### src/utx_defs.svh
// Register offsets, field positions, reset values and timing constants of the transmit port
`ifndef UTX_DEFS_SVH
`define UTX_DEFS_SVH

`define UTX_OFS_DATA        8'h00
`define UTX_OFS_STATUS      8'h18
`define UTX_OFS_DIV_WHOLE   8'h24
`define UTX_OFS_DIV_FRAC    8'h28
`define UTX_OFS_LINE_CTRL   8'h2C
`define UTX_OFS_PORT_CTRL   8'h30

`define UTX_RST_DIV_WHOLE   16'h0000
`define UTX_RST_DIV_FRAC    6'h00
`define UTX_RST_LINE_CTRL   8'h00
`define UTX_RST_PORT_CTRL   1'b0

`define UTX_FRAC_MSB        5
`define UTX_WHOLE_MSB       15
`define UTX_LCTL_MSB        7
`define UTX_OVS_BIT         3

`define UTX_ST_BUSY         0
`define UTX_ST_EMPTY        1
`define UTX_ST_FULL         2
`define UTX_ST_BREAK        3
`define UTX_ST_CNT_LSB      8

`define UTX_SMP_16          4'hF
`define UTX_SMP_8           4'h7
`define UTX_FIFO_DEPTH      32
`define UTX_FIFO_WIDTH      8
`define UTX_HTRANS_NONSEQ   2'h2

`endif

### src/utx_pkg.sv
// Types shared by the transmit framing block
package utx_pkg;

    typedef enum logic [2:0] {
        UTX_IDLE  = 3'b000,
        UTX_START = 3'b001,
        UTX_DATA  = 3'b010,
        UTX_PAR   = 3'b011,
        UTX_STOP  = 3'b100,
        UTX_BREAK = 3'b101
    } utx_state_t;

    // Bit order matches the transmit line control register, bit 7 down to bit 0
    typedef struct packed {
        logic       tx_fixed_parity;
        logic [1:0] tx_word_length;
        logic       tx_queue_on;
        logic       tx_two_stop_select;
        logic       tx_parity_even_select;
        logic       tx_parity_on;
        logic       send_break;
    } utx_line_ctrl_t;

    typedef struct packed {
        logic [15:0] divisor_integer;
        logic [5:0]  divisor_fraction;
        logic        oversample_select;
    } utx_baud_t;

endpackage

### src/utx_top.sv
// Transmit framing with fractional baud divisor, AHB-Lite registers and a character FIFO
//
// What this block does
// RQ1: Fraction register keeps six divisor bits in bits 5:0; upper bits are reserved.
// RQ2: Oversample select clear: divisor counts reference clocks per sixteenth of a bit.
// RQ3: Oversample select set: divisor counts reference clocks per eighth of a bit.
// RQ4: Effective divisor combines the whole part and the six-bit fraction.
// RQ5: New divisor values only take effect once the current character is finished.
// RQ6: Break drives the line low continuously, starting after the current character.
// RQ7: Software holds break for at least one whole frame time.
// RQ8: During break the queued characters are neither dropped nor consumed.
// RQ9: Parity off sends no parity bit; parity type is then ignored.
// RQ10: Odd type: parity makes data plus parity hold an odd count of ones.
// RQ11: Even type: parity makes data plus parity hold an even count of ones.
// RQ12: Stop select clear sends one stop bit, set sends two.
// RQ13: Queue off shrinks the transmit queue to a single byte holding register.
// RQ14: Word length code 00 to 11 selects five to eight data bits.
// RQ15: Fixed parity with even type always sends parity as zero.
// RQ16: Fixed parity with odd type always sends parity as one.
// RQ17: A bit lasts sixteen sample ticks, or eight with oversample select set.
// RQ18: Fraction adds sixty-fourths; accumulator carry stretches a tick by one clock.
// RQ19: Frame is idle high, low start, data LSB first, optional parity, high stops.
`timescale 1ns/1ps
`include "utx_defs.svh"

module utx_fifo #(
    parameter int WIDTH = 8,
    parameter int DEPTH = 32
) (
    input  wire logic                       clk_i,
    input  wire logic                       rst_i,
    input  wire logic                       in_valid_i,
    output logic                            in_ready_o,
    input  wire logic [WIDTH-1:0]           in_data_i,
    output logic                            out_valid_o,
    input  wire logic                       out_ready_i,
    output logic [WIDTH-1:0]                out_data_o,
    output logic [$clog2(DEPTH+1)-1:0]      count_o
);
    localparam int AW = $clog2(DEPTH);
    logic [WIDTH-1:0]          mem_r [DEPTH];
    logic [AW-1:0]             wr_ptr_r;
    logic [AW-1:0]             rd_ptr_r;
    logic [$clog2(DEPTH+1)-1:0] cnt_r;
    logic                      push;
    logic                      pop;

    assign in_ready_o  = (cnt_r != DEPTH[$clog2(DEPTH+1)-1:0]);
    assign out_valid_o = (cnt_r != '0);
    assign out_data_o  = mem_r[rd_ptr_r];
    assign count_o     = cnt_r;
    assign push        = in_valid_i && in_ready_o;
    assign pop         = out_valid_o && out_ready_i;

    always_ff @(posedge clk_i) begin
        if (push) begin
            mem_r[wr_ptr_r] <= in_data_i;
        end
    end

    always_ff @(posedge clk_i or posedge rst_i) begin
        if (rst_i) begin
            wr_ptr_r <= '0;
            rd_ptr_r <= '0;
            cnt_r    <= '0;
        end else begin
            if (push) begin
                wr_ptr_r <= (wr_ptr_r == AW'(DEPTH - 1)) ? '0 : wr_ptr_r + 1'b1;
            end
            if (pop) begin
                rd_ptr_r <= (rd_ptr_r == AW'(DEPTH - 1)) ? '0 : rd_ptr_r + 1'b1;
            end
            if (push && !pop) begin
                cnt_r <= cnt_r + 1'b1;
            end else if (pop && !push) begin
                cnt_r <= cnt_r - 1'b1;
            end
        end
    end
endmodule

module utx_top
    import utx_pkg::*;
(
    input  wire logic        clk_i,
    input  wire logic        rst_i,
    input  wire logic        hsel_i,
    input  wire logic [31:0] haddr_i,
    input  wire logic [1:0]  htrans_i,
    input  wire logic        hwrite_i,
    input  wire logic [2:0]  hsize_i,
    input  wire logic [31:0] hwdata_i,
    input  wire logic        hready_i,
    output logic      [31:0] hrdata_o,
    output logic             hreadyout_o,
    output logic             hresp_o,
    output logic             txd_o
);
    localparam int CW = $clog2(`UTX_FIFO_DEPTH + 1);

    // Software-visible state
    utx_line_ctrl_t lctl_r;
    utx_baud_t      baud_r;
    // Settings frozen for the frame in progress
    utx_line_ctrl_t lctl_act_r;
    utx_baud_t      baud_act_r;

    logic        pend_r;
    logic        pend_wr_r;
    logic [7:0]  pend_ofs_r;
    logic        hreadyout_r;
    logic [31:0] hrdata_r;
    logic        hresp_r;

    logic        fifo_in_ready;
    logic        fifo_out_valid;
    logic [7:0]  fifo_out_data;
    logic [CW-1:0] fifo_count;
    logic        push_ready;
    logic        push_valid;
    logic        pop;

    utx_state_t  state_r;
    logic [7:0]  shift_r;
    logic [2:0]  bit_idx_r;
    logic        stop_idx_r;
    logic        par_bit_r;
    logic [3:0]  smp_r;
    logic [15:0] div_cnt_r;
    logic [5:0]  frac_acc_r;
    logic        txd_r;

    logic        tick;
    logic        bit_end;
    logic [2:0]  wlen_last;
    logic [6:0]  frac_sum;
    logic [15:0] reload;

    function automatic logic parity_of(input logic [7:0] d, input logic [1:0] wl);
        logic [7:0] m;
        m = 8'h1F;
        unique case (wl)
            2'b00: m = 8'h1F;
            2'b01: m = 8'h3F;
            2'b10: m = 8'h7F;
            2'b11: m = 8'hFF;
        endcase
        return ^(d & m);
    endfunction

    function automatic logic [15:0] whole_reload(input logic [15:0] w, input logic s);
        logic [15:0] base;
        base = (w == 16'h0000) ? 16'h0000 : w - 16'h0001;
        return base + {15'h0000, s};
    endfunction

    // AHB-Lite slave: every transfer takes one wait state; a data write also waits for room
    assign push_ready = fifo_in_ready && (lctl_r.tx_queue_on || fifo_count == '0); // RQ13
    assign push_valid = pend_r && pend_wr_r && (pend_ofs_r == `UTX_OFS_DATA);

    always_ff @(posedge clk_i or posedge rst_i) begin
        if (rst_i) begin
            pend_r      <= 1'b0;
            pend_wr_r   <= 1'b0;
            pend_ofs_r  <= 8'h00;
            hreadyout_r <= 1'b1;
        end else if (pend_r) begin
            if (!push_valid || push_ready) begin
                pend_r      <= 1'b0;
                hreadyout_r <= 1'b1;
            end
        end else if (hsel_i && hready_i && htrans_i[1]) begin
            pend_r      <= 1'b1;
            pend_wr_r   <= hwrite_i;
            pend_ofs_r  <= {haddr_i[7:2], 2'b00};
            hreadyout_r <= 1'b0;
        end
    end

    always_ff @(posedge clk_i or posedge rst_i) begin
        if (rst_i) begin
            hresp_r <= 1'b0;
        end else begin
            hresp_r <= 1'b0;
        end
    end

    always_ff @(posedge clk_i or posedge rst_i) begin
        if (rst_i) begin
            lctl_r <= `UTX_RST_LINE_CTRL;
            baud_r <= {`UTX_RST_DIV_WHOLE, `UTX_RST_DIV_FRAC, `UTX_RST_PORT_CTRL};
        end else if (pend_r && pend_wr_r) begin
            unique case (pend_ofs_r)
                `UTX_OFS_DIV_WHOLE: baud_r.divisor_integer  <= hwdata_i[`UTX_WHOLE_MSB:0];
                `UTX_OFS_DIV_FRAC:  baud_r.divisor_fraction <= hwdata_i[`UTX_FRAC_MSB:0]; // RQ1
                `UTX_OFS_LINE_CTRL: lctl_r <= hwdata_i[`UTX_LCTL_MSB:0];
                `UTX_OFS_PORT_CTRL: baud_r.oversample_select <= hwdata_i[`UTX_OVS_BIT];
                default: ;
            endcase
        end
    end

    always_ff @(posedge clk_i or posedge rst_i) begin
        if (rst_i) begin
            hrdata_r <= 32'h0000_0000;
        end else if (pend_r && !pend_wr_r) begin
            hrdata_r <= 32'h0000_0000;
            unique case (pend_ofs_r)
                `UTX_OFS_DIV_WHOLE: hrdata_r[`UTX_WHOLE_MSB:0] <= baud_r.divisor_integer;
                `UTX_OFS_DIV_FRAC:  hrdata_r[`UTX_FRAC_MSB:0]  <= baud_r.divisor_fraction; // RQ1
                `UTX_OFS_LINE_CTRL: hrdata_r[`UTX_LCTL_MSB:0]  <= lctl_r;
                `UTX_OFS_PORT_CTRL: hrdata_r[`UTX_OVS_BIT]     <= baud_r.oversample_select;
                `UTX_OFS_STATUS: begin
                    hrdata_r[`UTX_ST_BUSY]  <= (state_r != UTX_IDLE);
                    hrdata_r[`UTX_ST_EMPTY] <= !fifo_out_valid;
                    hrdata_r[`UTX_ST_FULL]  <= !push_ready;
                    hrdata_r[`UTX_ST_BREAK] <= (state_r == UTX_BREAK);
                    hrdata_r[`UTX_ST_CNT_LSB +: CW] <= fifo_count;
                end
                default: ;
            endcase
        end
    end

    utx_fifo #(
        .WIDTH (`UTX_FIFO_WIDTH),
        .DEPTH (`UTX_FIFO_DEPTH)
    ) u_fifo (
        .clk_i       (clk_i),
        .rst_i       (rst_i),
        .in_valid_i  (push_valid && push_ready),
        .in_ready_o  (fifo_in_ready),
        .in_data_i   (hwdata_i[7:0]),
        .out_valid_o (fifo_out_valid),
        .out_ready_i (pop),
        .out_data_o  (fifo_out_data),
        .count_o     (fifo_count)
    );

    // Break waits for idle and never pops, so queued characters survive it
    assign pop = (state_r == UTX_IDLE) && fifo_out_valid && !lctl_r.send_break; // RQ8

    // Sample tick: whole part plus a carry from the sixty-fourths accumulator
    assign frac_sum = {1'b0, frac_acc_r} + {1'b0, baud_act_r.divisor_fraction}; // RQ18
    assign reload   = whole_reload(baud_act_r.divisor_integer, frac_sum[6]); // RQ4
    assign tick     = (state_r != UTX_IDLE) && (state_r != UTX_BREAK) && (div_cnt_r == 16'h0000);
    assign bit_end  = tick && (smp_r == (baud_act_r.oversample_select ? `UTX_SMP_8
                                                                      : `UTX_SMP_16)); // RQ17
    assign wlen_last = {1'b1, lctl_act_r.tx_word_length} - 3'h4 + 3'h4;

    always_ff @(posedge clk_i or posedge rst_i) begin
        if (rst_i) begin
            div_cnt_r  <= 16'h0000;
            frac_acc_r <= 6'h00;
            smp_r      <= 4'h0;
        end else if (pop) begin
            div_cnt_r  <= whole_reload(baud_r.divisor_integer, 1'b0); // RQ5
            frac_acc_r <= 6'h00;
            smp_r      <= 4'h0;
        end else if (tick) begin
            div_cnt_r  <= reload; // RQ2 RQ3
            frac_acc_r <= frac_sum[5:0]; // RQ18
            smp_r      <= bit_end ? 4'h0 : smp_r + 4'h1;
        end else if (div_cnt_r != 16'h0000) begin
            div_cnt_r  <= div_cnt_r - 16'h0001;
        end
    end

    // Divisor and line settings are captured only between characters
    always_ff @(posedge clk_i or posedge rst_i) begin
        if (rst_i) begin
            baud_act_r <= {`UTX_RST_DIV_WHOLE, `UTX_RST_DIV_FRAC, `UTX_RST_PORT_CTRL};
            lctl_act_r <= `UTX_RST_LINE_CTRL;
        end else if (pop) begin
            baud_act_r <= baud_r; // RQ5
            lctl_act_r <= lctl_r;
        end
    end

    always_ff @(posedge clk_i or posedge rst_i) begin
        if (rst_i) begin
            state_r    <= UTX_IDLE;
            shift_r    <= 8'h00;
            bit_idx_r  <= 3'h0;
            stop_idx_r <= 1'b0;
            par_bit_r  <= 1'b0;
        end else begin
            unique case (state_r)
                UTX_IDLE: begin
                    if (lctl_r.send_break) begin
                        state_r <= UTX_BREAK; // RQ6
                    end else if (pop) begin
                        state_r <= UTX_START;
                        shift_r <= fifo_out_data;
                        if (lctl_r.tx_fixed_parity) begin
                            par_bit_r <= !lctl_r.tx_parity_even_select; // RQ15 RQ16
                        end else if (lctl_r.tx_parity_even_select) begin
                            par_bit_r <= parity_of(fifo_out_data, lctl_r.tx_word_length); // RQ11
                        end else begin
                            par_bit_r <= !parity_of(fifo_out_data, lctl_r.tx_word_length); // RQ10
                        end
                    end
                end
                UTX_START: begin
                    if (bit_end) begin
                        state_r   <= UTX_DATA;
                        bit_idx_r <= 3'h0;
                    end
                end
                UTX_DATA: begin
                    if (bit_end) begin
                        shift_r <= {1'b0, shift_r[7:1]}; // RQ19
                        if (bit_idx_r == wlen_last) begin // RQ14
                            state_r    <= lctl_act_r.tx_parity_on ? UTX_PAR : UTX_STOP; // RQ9
                            stop_idx_r <= 1'b0;
                        end else begin
                            bit_idx_r <= bit_idx_r + 3'h1;
                        end
                    end
                end
                UTX_PAR: begin
                    if (bit_end) begin
                        state_r    <= UTX_STOP;
                        stop_idx_r <= 1'b0;
                    end
                end
                UTX_STOP: begin
                    if (bit_end) begin
                        if (lctl_act_r.tx_two_stop_select && !stop_idx_r) begin // RQ12
                            stop_idx_r <= 1'b1;
                        end else begin
                            state_r <= UTX_IDLE;
                        end
                    end
                end
                UTX_BREAK: begin
                    // Software must hold break for a full frame time; the line follows the bit
                    if (!lctl_r.send_break) begin // RQ7
                        state_r <= UTX_IDLE;
                    end
                end
                default: state_r <= UTX_IDLE;
            endcase
        end
    end

    always_ff @(posedge clk_i or posedge rst_i) begin
        if (rst_i) begin
            txd_r <= 1'b1;
        end else begin
            unique case (state_r)
                UTX_START: txd_r <= 1'b0; // RQ19
                UTX_DATA:  txd_r <= shift_r[0];
                UTX_PAR:   txd_r <= par_bit_r;
                UTX_BREAK: txd_r <= 1'b0; // RQ6
                default:   txd_r <= 1'b1;
            endcase
        end
    end

    assign hrdata_o    = hrdata_r;
    assign hreadyout_o = hreadyout_r;
    assign hresp_o     = hresp_r;
    assign txd_o       = txd_r;
endmodule

### config.mk
export PLATFORM = sky130hd
export DESIGN_NAME = utx_top
export DESIGN_NICKNAME = d
export VERILOG_FILES = /design/src/utx_pkg.sv /design/src/utx_top.sv
export VERILOG_INCLUDE_DIRS = /design/src
export SDC_FILE = /design/constraint.sdc
export NUM_CORES = 1
export LEC_CHECK = 0
export BUFFER_PORTS_ARGS = -buffer_cell sky130_fd_sc_hd__buf_2
export CELL_PAD_IN_SITES_DETAIL_PLACEMENT = 0
export CELL_PAD_IN_SITES_GLOBAL_PLACEMENT = 1
export CORE_MARGIN = 4
export CORE_UTILIZATION = 55
export CTS_CLUSTER_DIAMETER = 50
export DETAILED_ROUTE_END_ITERATION = 10
export GPL_TIMING_DRIVEN = 0
export PLACE_DENSITY = 0.94
export SKIP_LAST_GASP = 1
export SLEW_MARGIN = 20
export SYNTH_ARGS = -nofsm -noshare
export SYNTH_HDL_FRONTEND = slang
export SYNTH_SLANG_ARGS = --single-unit
### constraint.sdc
create_clock -name clk_i -period 12 [get_ports clk_i]
set_clock_uncertainty 0.05 [all_clocks]
set_input_delay 2.4 -clock clk_i [delete_from_list [all_inputs] [get_ports clk_i]]
set_output_delay 2.4 -clock clk_i [all_outputs]
set_load 0.03 [all_outputs]
==> metrics.txt <==
Skew-Pair Late Insertion Delay=roughly 0.56 ns; Total Power=approximately 0.0044 W; initial core utilization=between 50% and 60%; fillers=~2400; Slew @ Worst Pin=between 0.9 and 1 ns; sequential element share of the synthesized area=between 60% and 70%; Tot GR Track Use=approximately a quarter; CP Max Fanout=10; register bit count reported by yosys=398; Async SR Flop Fraction=35.7%; Iteration-0 DRC Markers=roughly 1100; Avg Cell Area, Syn=around 14 um^2; Die Wd=about 190 um; Layout area overhead=12.6%; hold crit path type=reg2reg; ANT cells=0; Max Slew Vio Count=0; clock root cell=clkbuf_16; Main synth FF type=edfxtp_1; Site Rows=66; antenna violations before repair=0; WL met1=between 15000 and 20000 um; f_max=approximately 200 MHz; ANT nets after route=0; crit end category=flip-flop; max layer used=met4; final setup TNS=0 ns; mapped cell area=roughly 18000 um^2; grt ovf=0; Core ar.=approximately 32000 um^2; Lkg Pwr=between 7 and 8 nW; Peak supply drop=~0.20 mV; CTS resizes=0; Detailed Route WL=~45000 um; first-pass GRT wire length=68800 um; final number of setup-violating endpoints=0; metal2 WL=approximately 22000 um; routability cong.=0.876; first-pass iteration count of the detailed router=7; Data required, critical path=12.39 ns; RSZ-0062 raised after global routing=false; CTS tree=built; commonest non-fill, non-tap cells in the layout=256 x edfxtp_1, 160 x nand2_1, 140 x dfrtp_1; CTS H-tree lvls=2; Port Buffer Count=between 40 and 50; synth unique cells=74; Slew HR=between 30% and 40%; Routed WL per cell=~23 um; Yosys warning total=0; Final Hold Vio Count=0; number of enable flip-flop cells after synthesis=between 200 and 300; detailed placement HPWL=between 20000 and 30000 um; drt via density=between 6 and 7; Multi-input gate area=6370 um^2; vias in the first global route=~12000; most common cell after layout, fill and taps aside=edfxtp_1; cts hold-fix bufs=0; Die Area=35900 um^2; nets=1543; clk slew on worst S/H paths=roughly 0.06 ns; Pwr Density=about 210 nW/um^2; layout cells sized above 1=between 10% and 20%; clk buf depth=3; largest net degree at the start of global routing=between 90 and 100; Place WS=7.20 ns; CTS Sinks=between 300 and 400; metal3 WL=around 3200 um; CP Data Arrival Time=around 5.3 ns; final period utilization=about two fifths; cells after synthesis=1336; Die Span Y=189 um; Final WS setup=~7.1 ns; # IOs=around 110; buffer count from post-CTS setup fixing=0; DRC=0; status=finished, final reports clean; Worst setup SP type=flip-flop; minimum clock period=4.92 ns; max cap viols=0; final hold slack=0.430 ns; Register Area=about 11000 um^2; via count=around 12000; Num CTS Buffers=42; Crit Path Class=reg2reg
## per-layer routing
| metal | vias up | global-route usage [%] |
|---|---|---|
| met2 | 605 | 42.4 |
| met5 | - | 0 |
| met4 | 0 | 9.57 |
| li1 | 5153 | - |
| met3 | 122 | 4.09 |
| met1 | 5733 | 32.7 |
## cell families after synthesis
logic type / synth area share [%]
flip-flops: 62.2
adder cells (fa/ha/maj): 1.95
buffers and inverters: 3.00
XOR/XNOR: 3.37
AND/OR/NAND/NOR: 10.3
AO/OA/AOI/OAI: 6.57
other: 0.0207
multiplexers: 12.7
## metrics by stage
step	util (%)	instance area [um^2]	instances
5_1_grt	62.7	20400	1915
4_1_cts	62.7	20400	1915
3_3_place_gp	58.3	18900	1839
6_report	62.7	20400	1915
2_1_floorplan	-	18100	1352
3_5_place_dp	58.4	19000	1840
## critical path, stage by stage, from the launching register on
cell	delay, ns
dfrtp_1	0.42
nor4_1	0.29
nand2_1	0.14
nor2_1	0.51
nor3_1	0.15
inv_1	0.23
clkbuf_1	0.56
buf_1	0.52
ha_1	0.33
inv_1	0.13
ha_1	0.29
a21o_1	0.18
a21oi_1	0.24
o21bai_1	0.09
a21oi_1	0.20
xnor2_1	0.17
nor2_1	0.10
xor2_1	0.17
## flip-flops by register name (all words and copies together) (netlist names)
signal and count:
pend_wr_r 1, u_fifo.rd_ptr_r 5, state_r 3, bit_idx_r 3
u_fifo.wr_ptr_r 5, div_cnt_r 16, u_fifo.mem_r 256, stop_idx_r 1
shift_r 8, lctl_act_r 4, smp_r 4, lctl_r 8
hrdata_o 16, pend_ofs_r 6, par_bit_r 1, frac_acc_r 6
pend_r 1, baud_act_r 23, baud_r 23, hreadyout_o 1
u_fifo.count_o 6, txd_o 1
## power breakdown
group          internal, W  switching, W
Combinational     0.000597      0.000807
Sequential         0.00156     0.0000899
Clock             0.000766      0.000541
## final timing paths
check | start | end | slack, ns | cells after the start
max | u_fifo.count_o[1]$_DFFE_PP0P_ | u_fifo.count_o[5]$_DFFE_PP0P_ | 7.08 | 17
min | hrdata_o[12]$_DFFE_PP0P_ | hrdata_o[12]$_DFFE_PP0P_ | 0.43 | 2
max reg2reg | u_fifo.count_o[1]$_DFFE_PP0P_ | u_fifo.count_o[5]$_DFFE_PP0P_ | 7.08 | 17
min reg2reg | hrdata_o[12]$_DFFE_PP0P_ | hrdata_o[12]$_DFFE_PP0P_ | 0.43 | 2
max in group asynchronous | rst_i | txd_o$_DFF_PP1_ | 9.26 | 3
min in group asynchronous | rst_i | u_fifo.wr_ptr_r[1]$_DFFE_PP0P_ | 1.79 | 2
## cell usage after synthesis, types with 30 or more instances
cell type	instances	share of area (%)
edfxtp_1	256	43
xor2_1	33	1.6
nand2_1	160	3.3
clkbuf_1	44	0.91
dfrtp_1	140	19
a21oi_1	45	1.2
mux2_2	53	3.3
mux4_2	61	7.6
inv_1	30	0.62
nor2_1	104	2.2
xnor2_1	34	1.6
o21ai_0	48	1.3
## layout make-up
type,count,area share [%]
buffer,80,2.09
clock buffer,57,5.64
clock inverter,18,1.18
inverter,31,0.608
multi-input combinational,843,31.3
sequential,398,55.2
tap,442,2.72
timing repair buffer,46,1.24
Power figures use the tool's default switching activity.
